$ cat src/vmeam_regs.svh
`ifndef VMEAM_REGS_SVH
`define VMEAM_REGS_SVH

// Local register offsets
`define VMEAM_OFS_SLV_ACCEPT 8'h0B
`define VMEAM_OFS_MST_CODE 8'h0D
`define VMEAM_OFS_VME_MASK 8'h0F
`define VMEAM_OFS_UTIL_MASK 8'h11
`define VMEAM_OFS_UTIL_VEC 8'h13

// Reset values
`define VMEAM_RST_BYTE 8'h00
`define VMEAM_RST_BASE 5'h00

// Slave accept field positions
`define VMEAM_ACC_DATA 0
`define VMEAM_ACC_PROG 1
`define VMEAM_ACC_BLOCK 2
`define VMEAM_ACC_SHORT 3
`define VMEAM_ACC_A24 4
`define VMEAM_ACC_A32 5
`define VMEAM_ACC_USER 6
`define VMEAM_ACC_PRIV 7

// Master code fields
`define VMEAM_MST_SEL_BIT 7
`define VMEAM_MST_CODE_W 6

// Modifier code pieces
`define VMEAM_SPACE_A16 3'h5
`define VMEAM_SPACE_A24 3'h7
`define VMEAM_SPACE_A32 3'h1
`define VMEAM_TYPE_DATA 2'h1
`define VMEAM_TYPE_PROG 2'h2
`define VMEAM_TYPE_BLOCK 2'h3
`define VMEAM_FC_ALL_ONES 3'h7

// Utility source ids, equal to their levels
`define VMEAM_ID_ATTN_LOW 3'h1
`define VMEAM_ID_MON0 3'h2
`define VMEAM_ID_ACK_DONE 3'h3
`define VMEAM_ID_MON1 3'h4
`define VMEAM_ID_ATTN_HIGH 3'h5
`define VMEAM_ID_SYSFAIL 3'h6
`define VMEAM_ID_POSTED_ERR 3'h7
// Sources latched until acknowledged (bit index = id)
`define VMEAM_STICKY_SRC 8'h9C

`endif

$ cat src/vmeam_pkg.sv
`default_nettype none

package vmeam_pkg;

  typedef enum logic [1:0] {
    VMEAM_BUS_IDLE,
    VMEAM_BUS_ACK
  } vmeam_bus_state_t;

  typedef enum logic [1:0] {
    VMEAM_SIZE_A16,
    VMEAM_SIZE_A24,
    VMEAM_SIZE_A32,
    VMEAM_SIZE_RSVD
  } vmeam_size_t;

endpackage

`default_nettype wire

$ cat src/vmeam_cfg.sv
// Notes on behaviour
// - An empty group in a nonzero slave accept register means the slave accepts no modifier.
// - Slave accept all zero: decode off, accept all codes, function code pins floated.
// - Bits 0-2 cycle type, bits 3-5 address space, bits 6-7 privilege.
// - Accept every code built from one set bit of each group, except program or block cycles in the short space.
// - With source select set, master drives the six stored code bits.
// - Stored master code is driven unchecked, exactly as stored.
// - With source select clear, master derives the code per cycle.
// - Selected with function code all ones: stored code driven regardless of select.
// - VME level n is honoured only when mask bit n is set.
// - Unmasked VME request asks the processor for an acknowledge cycle.
// - Utility mask bits 1-7 unmask the seven utility sources.
// - Utility sources sit at fixed levels 1 to 7.
// - Acknowledge-done interrupt raised after a VME acknowledge cycle, when unmasked.
// - Monitor 0 and 1 hits interrupt, each under its own unmask bit.
// - Low system-failure line interrupts while unmasked.
// - Posted write bus error interrupts at level 7 when unmasked.
// - Vector bits 0-2 follow local address lines 1-3, the source id.
// - Vector bits 3-7 are writable base, cleared by any reset.
`timescale 1ns/1ps
`default_nettype none
`include "vmeam_regs.svh"

module vmeam_cfg
  import vmeam_pkg::*;
(
  input wire logic clk_i,
  input wire logic rst_i,
  // Local register port
  input wire logic cs_n_i,
  input wire logic ds_n_i,
  input wire logic read_i,
  input wire logic piack_n_i,
  input wire logic [7:0] pa_i,
  input wire logic [7:0] pd_i,
  output logic [7:0] pd_o,
  output logic pd_oe_n_o,
  output logic ack_n_o,
  // Slave modifier decode
  input wire logic [5:0] vme_am_i,
  output logic slave_am_match_o,
  output logic [2:0] cpu_function_code_o,
  output logic cpu_function_code_oe_n_o,
  // Master modifier sourcing
  input wire logic mst_sel_i,
  input wire logic [2:0] cpu_fc_i,
  input wire logic [1:0] mst_size_i,
  output logic [5:0] vme_am_o,
  output logic vme_am_oe_n_o,
  // VMEbus interrupt handler
  input wire logic [7:1] vme_irq_n_i,
  output logic vme_irq_req_o,
  output logic [2:0] vme_irq_level_o,
  // Utility interrupt sources
  input wire logic attn_low_flag_i,
  input wire logic attn_high_flag_i,
  input wire logic mon0_hit_i,
  input wire logic mon1_hit_i,
  input wire logic vme_iack_done_i,
  input wire logic sysfail_n_i,
  input wire logic posted_write_bus_error_i,
  output logic [2:0] util_irq_level_o,
  output logic [7:1] util_pending_o
);

  // Registers
  logic [7:0] slave_modifier_accept_ff;
  logic [7:0] master_modifier_code_ff;
  logic [7:1] vme_irq_level_mask_ff;
  logic [7:1] utility_irq_mask_ff;
  logic [4:0] vector_base_bits_ff;
  logic [7:1] src_latch_ff;

  // Bus cycle state
  vmeam_bus_state_t state_ff;
  vmeam_bus_state_t nxt_state;
  logic [7:0] pd_ff;
  logic pd_oe_n_ff;
  logic ack_n_ff;

  // Registered outputs
  logic slave_am_match_ff;
  logic [2:0] fc_ff;
  logic fc_oe_n_ff;
  logic [5:0] vme_am_ff;
  logic vme_am_oe_n_ff;
  logic vme_irq_req_ff;
  logic [2:0] vme_irq_level_ff;
  logic [2:0] util_level_ff;
  logic [7:1] util_pending_ff;

  // Bus decode
  wire cycle_start = ~ds_n_i && (state_ff == VMEAM_BUS_IDLE);
  wire reg_take = cycle_start && ~cs_n_i && piack_n_i;
  wire iack_take = cycle_start && ~piack_n_i;
  wire wr_take = reg_take && ~read_i;
  wire wr_slv = wr_take && (pa_i == `VMEAM_OFS_SLV_ACCEPT);
  wire wr_mst = wr_take && (pa_i == `VMEAM_OFS_MST_CODE);
  wire wr_vmask = wr_take && (pa_i == `VMEAM_OFS_VME_MASK);
  wire wr_umask = wr_take && (pa_i == `VMEAM_OFS_UTIL_MASK);
  wire wr_vec = wr_take && (pa_i == `VMEAM_OFS_UTIL_VEC);
  wire [2:0] ack_id = pa_i[3:1];

  // Vector low bits mirror address lines 1-3, also on plain reads
  wire [7:0] vector_rd = {vector_base_bits_ff, pa_i[3:1]};

  logic [7:0] rd_data;
  always_comb begin
    case (pa_i)
      `VMEAM_OFS_SLV_ACCEPT: rd_data = slave_modifier_accept_ff;
      `VMEAM_OFS_MST_CODE: rd_data = master_modifier_code_ff;
      `VMEAM_OFS_VME_MASK: rd_data = {vme_irq_level_mask_ff, 1'b0};
      `VMEAM_OFS_UTIL_MASK: rd_data = {utility_irq_mask_ff, 1'b0};
      `VMEAM_OFS_UTIL_VEC: rd_data = vector_rd;
      default: rd_data = `VMEAM_RST_BYTE;
    endcase
  end

  // Handshake: acknowledge one cycle after the strobe, hold until released
  always_comb begin
    case (state_ff)
      VMEAM_BUS_IDLE: nxt_state = (reg_take || iack_take) ? VMEAM_BUS_ACK : VMEAM_BUS_IDLE;
      VMEAM_BUS_ACK: nxt_state = ds_n_i ? VMEAM_BUS_IDLE : VMEAM_BUS_ACK;
      default: nxt_state = VMEAM_BUS_IDLE;
    endcase
  end

  wire [7:0] nxt_pd = iack_take ? vector_rd : rd_data;
  wire nxt_drive = (reg_take && read_i) || iack_take;

  always_ff @(posedge clk_i or posedge rst_i) begin
    if (rst_i) begin
      state_ff <= VMEAM_BUS_IDLE;
      pd_ff <= `VMEAM_RST_BYTE;
      pd_oe_n_ff <= 1'b1;
      ack_n_ff <= 1'b1;
    end else begin
      state_ff <= nxt_state;
      if (nxt_drive) begin
        pd_ff <= nxt_pd;
      end
      if (nxt_drive) begin
        pd_oe_n_ff <= 1'b0;
      end else if (nxt_state == VMEAM_BUS_IDLE) begin
        pd_oe_n_ff <= 1'b1;
      end
      ack_n_ff <= (nxt_state != VMEAM_BUS_ACK);
    end
  end

  // Register writes
  always_ff @(posedge clk_i or posedge rst_i) begin
    if (rst_i) begin
      slave_modifier_accept_ff <= `VMEAM_RST_BYTE;
      master_modifier_code_ff <= `VMEAM_RST_BYTE;
      vme_irq_level_mask_ff <= 7'h00;
      utility_irq_mask_ff <= 7'h00;
      vector_base_bits_ff <= `VMEAM_RST_BASE;
    end else begin
      if (wr_slv) begin
        slave_modifier_accept_ff <= pd_i;
      end
      if (wr_mst) begin
        master_modifier_code_ff <= {pd_i[7], 1'b0, pd_i[5:0]};
      end
      if (wr_vmask) begin
        vme_irq_level_mask_ff <= pd_i[7:1];
      end
      if (wr_umask) begin
        utility_irq_mask_ff <= pd_i[7:1];
      end
      if (wr_vec) begin
        vector_base_bits_ff <= pd_i[7:3];
      end
    end
  end

  // Slave modifier acceptance
  logic am_match;
  logic decode_off;

  vmeam_am_decode u_am_decode (
    .accept_i(slave_modifier_accept_ff),
    .am_i(vme_am_i),
    .match_o(am_match),
    .decode_off_o(decode_off)
  );

  // Function code from any incoming modifier, accepted or not: supervisor flag, program or data
  wire [2:0] fc_from_am = {vme_am_i[2], vme_am_i[1:0] == `VMEAM_TYPE_PROG, vme_am_i[1:0] != `VMEAM_TYPE_PROG};

  always_ff @(posedge clk_i or posedge rst_i) begin
    if (rst_i) begin
      slave_am_match_ff <= 1'b0;
      fc_ff <= 3'h0;
      fc_oe_n_ff <= 1'b1;
    end else begin
      slave_am_match_ff <= am_match;
      fc_ff <= fc_from_am;
      fc_oe_n_ff <= decode_off;
    end
  end

  // Master modifier sourcing
  logic [2:0] auto_space;
  always_comb begin
    case (vmeam_size_t'(mst_size_i))
      VMEAM_SIZE_A16: auto_space = `VMEAM_SPACE_A16;
      VMEAM_SIZE_A24: auto_space = `VMEAM_SPACE_A24;
      VMEAM_SIZE_A32: auto_space = `VMEAM_SPACE_A32;
      default: auto_space = `VMEAM_SPACE_A32;
    endcase
  end

  wire auto_prog = cpu_fc_i[1] && (auto_space != `VMEAM_SPACE_A16);
  wire [1:0] auto_type = auto_prog ? `VMEAM_TYPE_PROG : `VMEAM_TYPE_DATA;
  wire [5:0] auto_code = {auto_space, cpu_fc_i[2], auto_type};
  wire fc_force = mst_sel_i && (cpu_fc_i == `VMEAM_FC_ALL_ONES);
  wire use_stored = master_modifier_code_ff[`VMEAM_MST_SEL_BIT] || fc_force;
  // Stored code goes out unchecked
  wire [5:0] nxt_am = use_stored ? master_modifier_code_ff[`VMEAM_MST_CODE_W-1:0] : auto_code;

  always_ff @(posedge clk_i or posedge rst_i) begin
    if (rst_i) begin
      vme_am_ff <= 6'h00;
      vme_am_oe_n_ff <= 1'b1;
    end else begin
      vme_am_ff <= nxt_am;
      vme_am_oe_n_ff <= ~mst_sel_i;
    end
  end

  // VMEbus interrupt handler
  wire [7:1] vme_pend = ~vme_irq_n_i & vme_irq_level_mask_ff;
  logic [2:0] vme_level;

  vmeam_util_prio u_vme_prio (
    .pend_i(vme_pend),
    .level_o(vme_level)
  );

  always_ff @(posedge clk_i or posedge rst_i) begin
    if (rst_i) begin
      vme_irq_req_ff <= 1'b0;
      vme_irq_level_ff <= 3'h0;
    end else begin
      vme_irq_req_ff <= |vme_pend;
      vme_irq_level_ff <= vme_level;
    end
  end

  // Utility sources indexed by id
  logic [7:1] src_event;
  assign src_event[`VMEAM_ID_ATTN_LOW] = attn_low_flag_i;
  assign src_event[`VMEAM_ID_MON0] = mon0_hit_i;
  assign src_event[`VMEAM_ID_ACK_DONE] = vme_iack_done_i;
  assign src_event[`VMEAM_ID_MON1] = mon1_hit_i;
  assign src_event[`VMEAM_ID_ATTN_HIGH] = attn_high_flag_i;
  assign src_event[`VMEAM_ID_SYSFAIL] = ~sysfail_n_i;
  assign src_event[`VMEAM_ID_POSTED_ERR] = posted_write_bus_error_i;

  localparam logic [7:0] STICKY = `VMEAM_STICKY_SRC;
  logic [7:1] nxt_src_latch;

  // Pulsed sources held until acknowledged; a new event beats the clear
  for (genvar g = 1; g < 8; g++) begin : g_src
    wire clr = iack_take && (ack_id == 3'(g));
    if (STICKY[g]) begin : g_sticky
      assign nxt_src_latch[g] = src_event[g] || (src_latch_ff[g] && !clr);
    end else begin : g_level
      assign nxt_src_latch[g] = src_event[g];
    end
  end

  always_ff @(posedge clk_i or posedge rst_i) begin
    if (rst_i) begin
      src_latch_ff <= 7'h00;
    end else begin
      src_latch_ff <= nxt_src_latch;
    end
  end

  wire [7:1] util_pend = src_latch_ff & utility_irq_mask_ff;
  logic [2:0] util_level;

  vmeam_util_prio u_util_prio (
    .pend_i(util_pend),
    .level_o(util_level)
  );

  always_ff @(posedge clk_i or posedge rst_i) begin
    if (rst_i) begin
      util_level_ff <= 3'h0;
      util_pending_ff <= 7'h00;
    end else begin
      util_level_ff <= util_level;
      util_pending_ff <= util_pend;
    end
  end

  assign pd_o = pd_ff;
  assign pd_oe_n_o = pd_oe_n_ff;
  assign ack_n_o = ack_n_ff;
  assign slave_am_match_o = slave_am_match_ff;
  assign cpu_function_code_o = fc_ff;
  assign cpu_function_code_oe_n_o = fc_oe_n_ff;
  assign vme_am_o = vme_am_ff;
  assign vme_am_oe_n_o = vme_am_oe_n_ff;
  assign vme_irq_req_o = vme_irq_req_ff;
  assign vme_irq_level_o = vme_irq_level_ff;
  assign util_irq_level_o = util_level_ff;
  assign util_pending_o = util_pending_ff;

endmodule // vmeam_cfg

`default_nettype wire

$ cat src/vmeam_am_decode.sv
`timescale 1ns/1ps
`default_nettype none
`include "vmeam_regs.svh"

module vmeam_am_decode
  import vmeam_pkg::*;
(
  input wire logic [7:0] accept_i,
  input wire logic [5:0] am_i,
  output logic match_o,
  output logic decode_off_o
);

  logic grp_type_any;
  logic grp_space_any;
  logic grp_priv_any;
  logic type_ok;
  logic space_ok;
  logic priv_ok;
  logic [2:0] space;
  logic [1:0] cyc;

  assign space = am_i[5:3];
  assign cyc = am_i[1:0];
  assign decode_off_o = (accept_i == `VMEAM_RST_BYTE);
  assign grp_type_any = |accept_i[`VMEAM_ACC_BLOCK:`VMEAM_ACC_DATA];
  assign grp_space_any = |accept_i[`VMEAM_ACC_A32:`VMEAM_ACC_SHORT];
  assign grp_priv_any = |accept_i[`VMEAM_ACC_PRIV:`VMEAM_ACC_USER];
  assign type_ok = (cyc == `VMEAM_TYPE_DATA && accept_i[`VMEAM_ACC_DATA])
    || (cyc == `VMEAM_TYPE_PROG && accept_i[`VMEAM_ACC_PROG] && space != `VMEAM_SPACE_A16)
    || (cyc == `VMEAM_TYPE_BLOCK && accept_i[`VMEAM_ACC_BLOCK] && space != `VMEAM_SPACE_A16);
  assign space_ok = (space == `VMEAM_SPACE_A16 && accept_i[`VMEAM_ACC_SHORT])
    || (space == `VMEAM_SPACE_A24 && accept_i[`VMEAM_ACC_A24])
    || (space == `VMEAM_SPACE_A32 && accept_i[`VMEAM_ACC_A32]);
  assign priv_ok = am_i[2] ? accept_i[`VMEAM_ACC_PRIV] : accept_i[`VMEAM_ACC_USER];
  // Every combination of one bit per group is accepted, except program or block in the short space
  assign match_o = decode_off_o
    || (grp_type_any && grp_space_any && grp_priv_any && type_ok && space_ok && priv_ok);

endmodule // vmeam_am_decode

`default_nettype wire

$ cat src/vmeam_util_prio.sv
`timescale 1ns/1ps
`default_nettype none

module vmeam_util_prio
  import vmeam_pkg::*;
(
  input wire logic [7:1] pend_i,
  output logic [2:0] level_o
);

  logic [2:0] lvl_at [8];

  assign lvl_at[0] = 3'h0;
  // Highest pending level wins
  for (genvar g = 1; g < 8; g++) begin : g_prio
    assign lvl_at[g] = pend_i[g] ? 3'(g) : lvl_at[g - 1];
  end
  assign level_o = lvl_at[7];

endmodule // vmeam_util_prio

`default_nettype wire

$ cat config.mk
export PLATFORM = sky130hd
export DESIGN_NAME = vmeam_cfg
export DESIGN_NICKNAME = d
export VERILOG_FILES = /design/src/vmeam_pkg.sv /design/src/vmeam_cfg.sv /design/src/vmeam_am_decode.sv /design/src/vmeam_util_prio.sv
export VERILOG_INCLUDE_DIRS = /design/src /design/src/src
export SDC_FILE = /design/constraint.sdc
export NUM_CORES = 1
export LEC_CHECK = 0
export BUFFER_PORTS_ARGS = -buffer_cell sky130_fd_sc_hd__buf_2
export CAP_MARGIN = 15
export CORE_ASPECT_RATIO = 0.5
export CORE_MARGIN = 1.5
export CORE_UTILIZATION = 44
export DETAILED_ROUTE_END_ITERATION = 8
export GPL_ROUTABILITY_DRIVEN = 0
export PLACE_DENSITY = 0.79
export SYNTH_ARGS = -nofsm -noshare
export SYNTH_HDL_FRONTEND = slang
export SYNTH_HIERARCHICAL = 1
export SYNTH_SLANG_ARGS = --single-unit
$ cat constraint.sdc
create_clock -name clk_i -period 7.7 [get_ports clk_i]
set_clock_uncertainty 0.05 [all_clocks]
set_input_delay 1.54 -clock clk_i [delete_from_list [all_inputs] [get_ports clk_i]]
set_output_delay 1.54 -clock clk_i [all_outputs]
set_load 0.005 [all_outputs]
==> impl_metrics.tcl <==
set metrics [dict create \
    setup.worst_path.end_class "register" \
    first_pass_iters 4 \
    irDropWorstVdd_mv 0.113 \
    arrival_time_reported_for_the_critical_path_endpoint_ns 3.32 \
    timing.final.crit_share 0.404 \
    clockBufferDepth 2 \
    global_route_wire_length_before_repair_um 13500 \
    vias_in_the_first_global_route 2606 \
    instances_no_fill 474 \
    final_core_utilization 0.577 \
    class_of_the_most_critical_hold_timing_path "register to register" \
    clock_tree.root_cell "clkbuf_16" \
    critPathRequiredTime_ns 7.90 \
    ys_async_sr_fraction 1.00 \
    final_layout_size_suffix_gt1_frac 0.459 \
    period_minus_slack_ns 3.11 \
    setup-tns-final_ns 0 \
    powerDensity_nw_per_um2 217 \
    first_iter_violations 205 \
    crit_path_max_fanout 23 \
    max_slew.worst_pin.slew_ns 0.963 \
    report.final.setup_viol 0 \
    nNetsFinal 409 \
    synth_enable_flop_cells 0 \
    via_per_inst 5.64 \
    post_synth_num_cell_types 57 \
    yosys-top-cells-area "dfrtp_1 53%, mux2_2 15%, dfstp_2 3.0%, nor2b_1 2.2%, a22oi_1 1.5%" \
    timing_hold_violations_final 0 \
    cts_tree "built" \
    die_h_um 65.8 \
    leakagePower_nw 2.13 \
    placed_cell_area_sq_um 3990 \
    synth_area_sq_um 3470 \
    clock_sink_count 78 \
    post-cts-setup-buffers 0 \
    status "completed" \
    ys_seq_area_frac 0.564 \
    synth-warning-count 6 \
    whs_ns 0.433 \
    number_of_antenna_violations_at_the_first_check_in_global_routing 0 \
    clock_tree.htree_level_count 3 \
    cp-start-kind "primary input" \
    post_cts_resize_count 0 \
    detailedPlacementHpwl_um 6320 \
    cts_hold_buffers 0 \
    worst_skew_pair_latency_ns 0.34 \
    portBuffers 83 \
    drt-total-wl_um 8530 \
    placementRows 22 \
    design_power_total_uw 938 \
    globalRouteOverflowTotal 0 \
    timing_max_transition_violations_final 0 \
    remaining_drc_errors 0 \
    clkTransAtPathRegs_ns 0.06 \
    register_bit_total_from_synthesis 78 \
    initial_utilization 0.464 \
    synth.net_count 322 \
    final.setup.worst_slack_ns 4.59 \
    cts_made_buffers 9 \
    syn_to_final_growth_pct 24.3 \
    slew_headroom 0.358 \
    die_x_um 129 \
    grt_use_total 0.217 \
    max_cap_violations 0 \
    pre_cts_ws_ns 4.35 \
    drtAntennaViolNets 0 \
    syn_inst 274 \
    core_region_area_sq_um 7490 \
    ant_cells 0 \
    ioPinCount 84 \
    layout.cell_area.non_filler_sq_um 4320 \
    detail_route.wl_per_cell_um 18.0 \
    post-synth-top-area-fraction 0.533 \
    yosys.area.top_type "dfrtp_1" \
    grt_setup_unrepaired "no" \
    grt_max_degree 79 \
    num_vias 2674 \
    place_inst 457 \
    postSynthAreaPerCell_sq_um 12.7 \
    max_freq_mhz 321 \
    critPathKind "primary input to register" \
    floorplan.die_area_sq_um 8470 \
    ys.flop_type "dfrtp_1" \
]
## kinds of logic (layout without fill, tap and decap cells)
kind of cell | after synthesis | after routing | share of synthesized area
flops | 78 | 78 | 0.564
compound gates | 50 | 50 | 0.103
mux | 49 | 49 | 0.158
simple gates | 76 | 76 | 0.150
buf+inv | 21 | 113 | 0.0249
## placed cells by master (no fill, tap or decap), types with 3 or more instances in the layout
master      n
and2_1      7
inv_1       9
nor3_1      3
dfrtp_1    74
nand4_1     3
clkbuf_16   9
a222oi_1    5
nand2_1    12
buf_2      84
nor2_1      8
nand2b_1    6
mux2_2     46
a22oi_1     7
o21ai_1     7
a21o_1      4
o21ai_0     5
dfstp_2     4
o31ai_1     3
a21oi_1     6
nor2b_1    12
## state kept, by name, indices dropped and copies added (netlist names), 3 cells and up
name                      flops
utility_irq_mask_ff           7
util_irq_level_o              3
cpu_function_code_o           3
vme_am_o                      6
master_modifier_code_ff       7
vector_base_bits_ff           5
pd_o                          8
slave_modifier_accept_ff      8
src_latch_ff                  7
vme_irq_level_o               3
vme_irq_level_mask_ff         7
util_pending_o                7
## routing by layer
metal	wire, um	GRT usage	share of wire
met3	694	0.0736	0.081
met5	0	0	0
met4	170	0.0660	0.020
met2	4000	0.353	0.47
met1	3660	0.278	0.43
## critical path, stage by stage
cell and delay (ns):
buf_2 0.39, nand2_1 0.24, nor4b_2 0.66, a222oi_1 0.29
o211ai_2 0.19
## cell usage after synthesis, types with 2 or more instances
| master | instances |
|---|---|
| dfrtp_1 | 74 |
| a221oi_1 | 2 |
| and4_1 | 2 |
| a21o_1 | 4 |
| nand2_1 | 12 |
| inv_1 | 10 |
| o21ai_0 | 5 |
| nand2b_1 | 6 |
| nand4_1 | 3 |
| mux2i_1 | 2 |
| a21oi_1 | 6 |
| a222oi_1 | 5 |
| o21ai_1 | 7 |
| nand3_1 | 2 |
| mux2_2 | 46 |
| and2_1 | 7 |
| nor3_1 | 3 |
| a22oi_1 | 7 |
| nand3_2 | 2 |
| clkbuf_1 | 7 |
| dfstp_2 | 4 |
| nor2_1 | 8 |
| nor2b_1 | 12 |
| clkinv_1 | 2 |
| o31ai_1 | 3 |
| nor3_4 | 2 |
## final cells by class
type	count	area (sq um)
Fill cell	615	3170
Tap cell	108	135
Clock inverter	7	97.6
Clock buffer	9	225
Inverter	12	45.0
Sequential cell	78	1960
Timing Repair Buffer	85	428
Multi-Input combinational cell	175	1430
## final timing paths
| check | from | cells past startpoint | slack [ns] | endpoint |
|---|---|---|---|---|
| min in group asynchronous | rst_i | 3 | 1.46 | util_pending_o[4]$_DFF_PP0_ |
| min reg2reg | src_latch_ff[3]$_DFF_PP0_ | 1 | 0.43 | src_latch_ff[3]$_DFF_PP0_ |
| min | src_latch_ff[3]$_DFF_PP0_ | 1 | 0.43 | src_latch_ff[3]$_DFF_PP0_ |
| max | pa_i[1] | 5 | 4.59 | pd_o[1]$_DFFE_PP0N_ |
| max in group asynchronous | rst_i | 3 | 5.52 | pd_o[4]$_DFFE_PP0N_ |
| max reg2reg | state_ff[0]$_DFF_PP0_ | 4 | 5.62 | vme_irq_level_mask_ff[2]$_DFFE_PP0P_ |
## report_power, final
| group | switching (mW) | internal [mW] |
|---|---|---|
| clock | 0.168 | 0.285 |
| sequential | 0.00463 | 0.421 |
| combinational | 0.0356 | 0.0248 |
No activity file was read; power rests on OpenSTA's default activity.
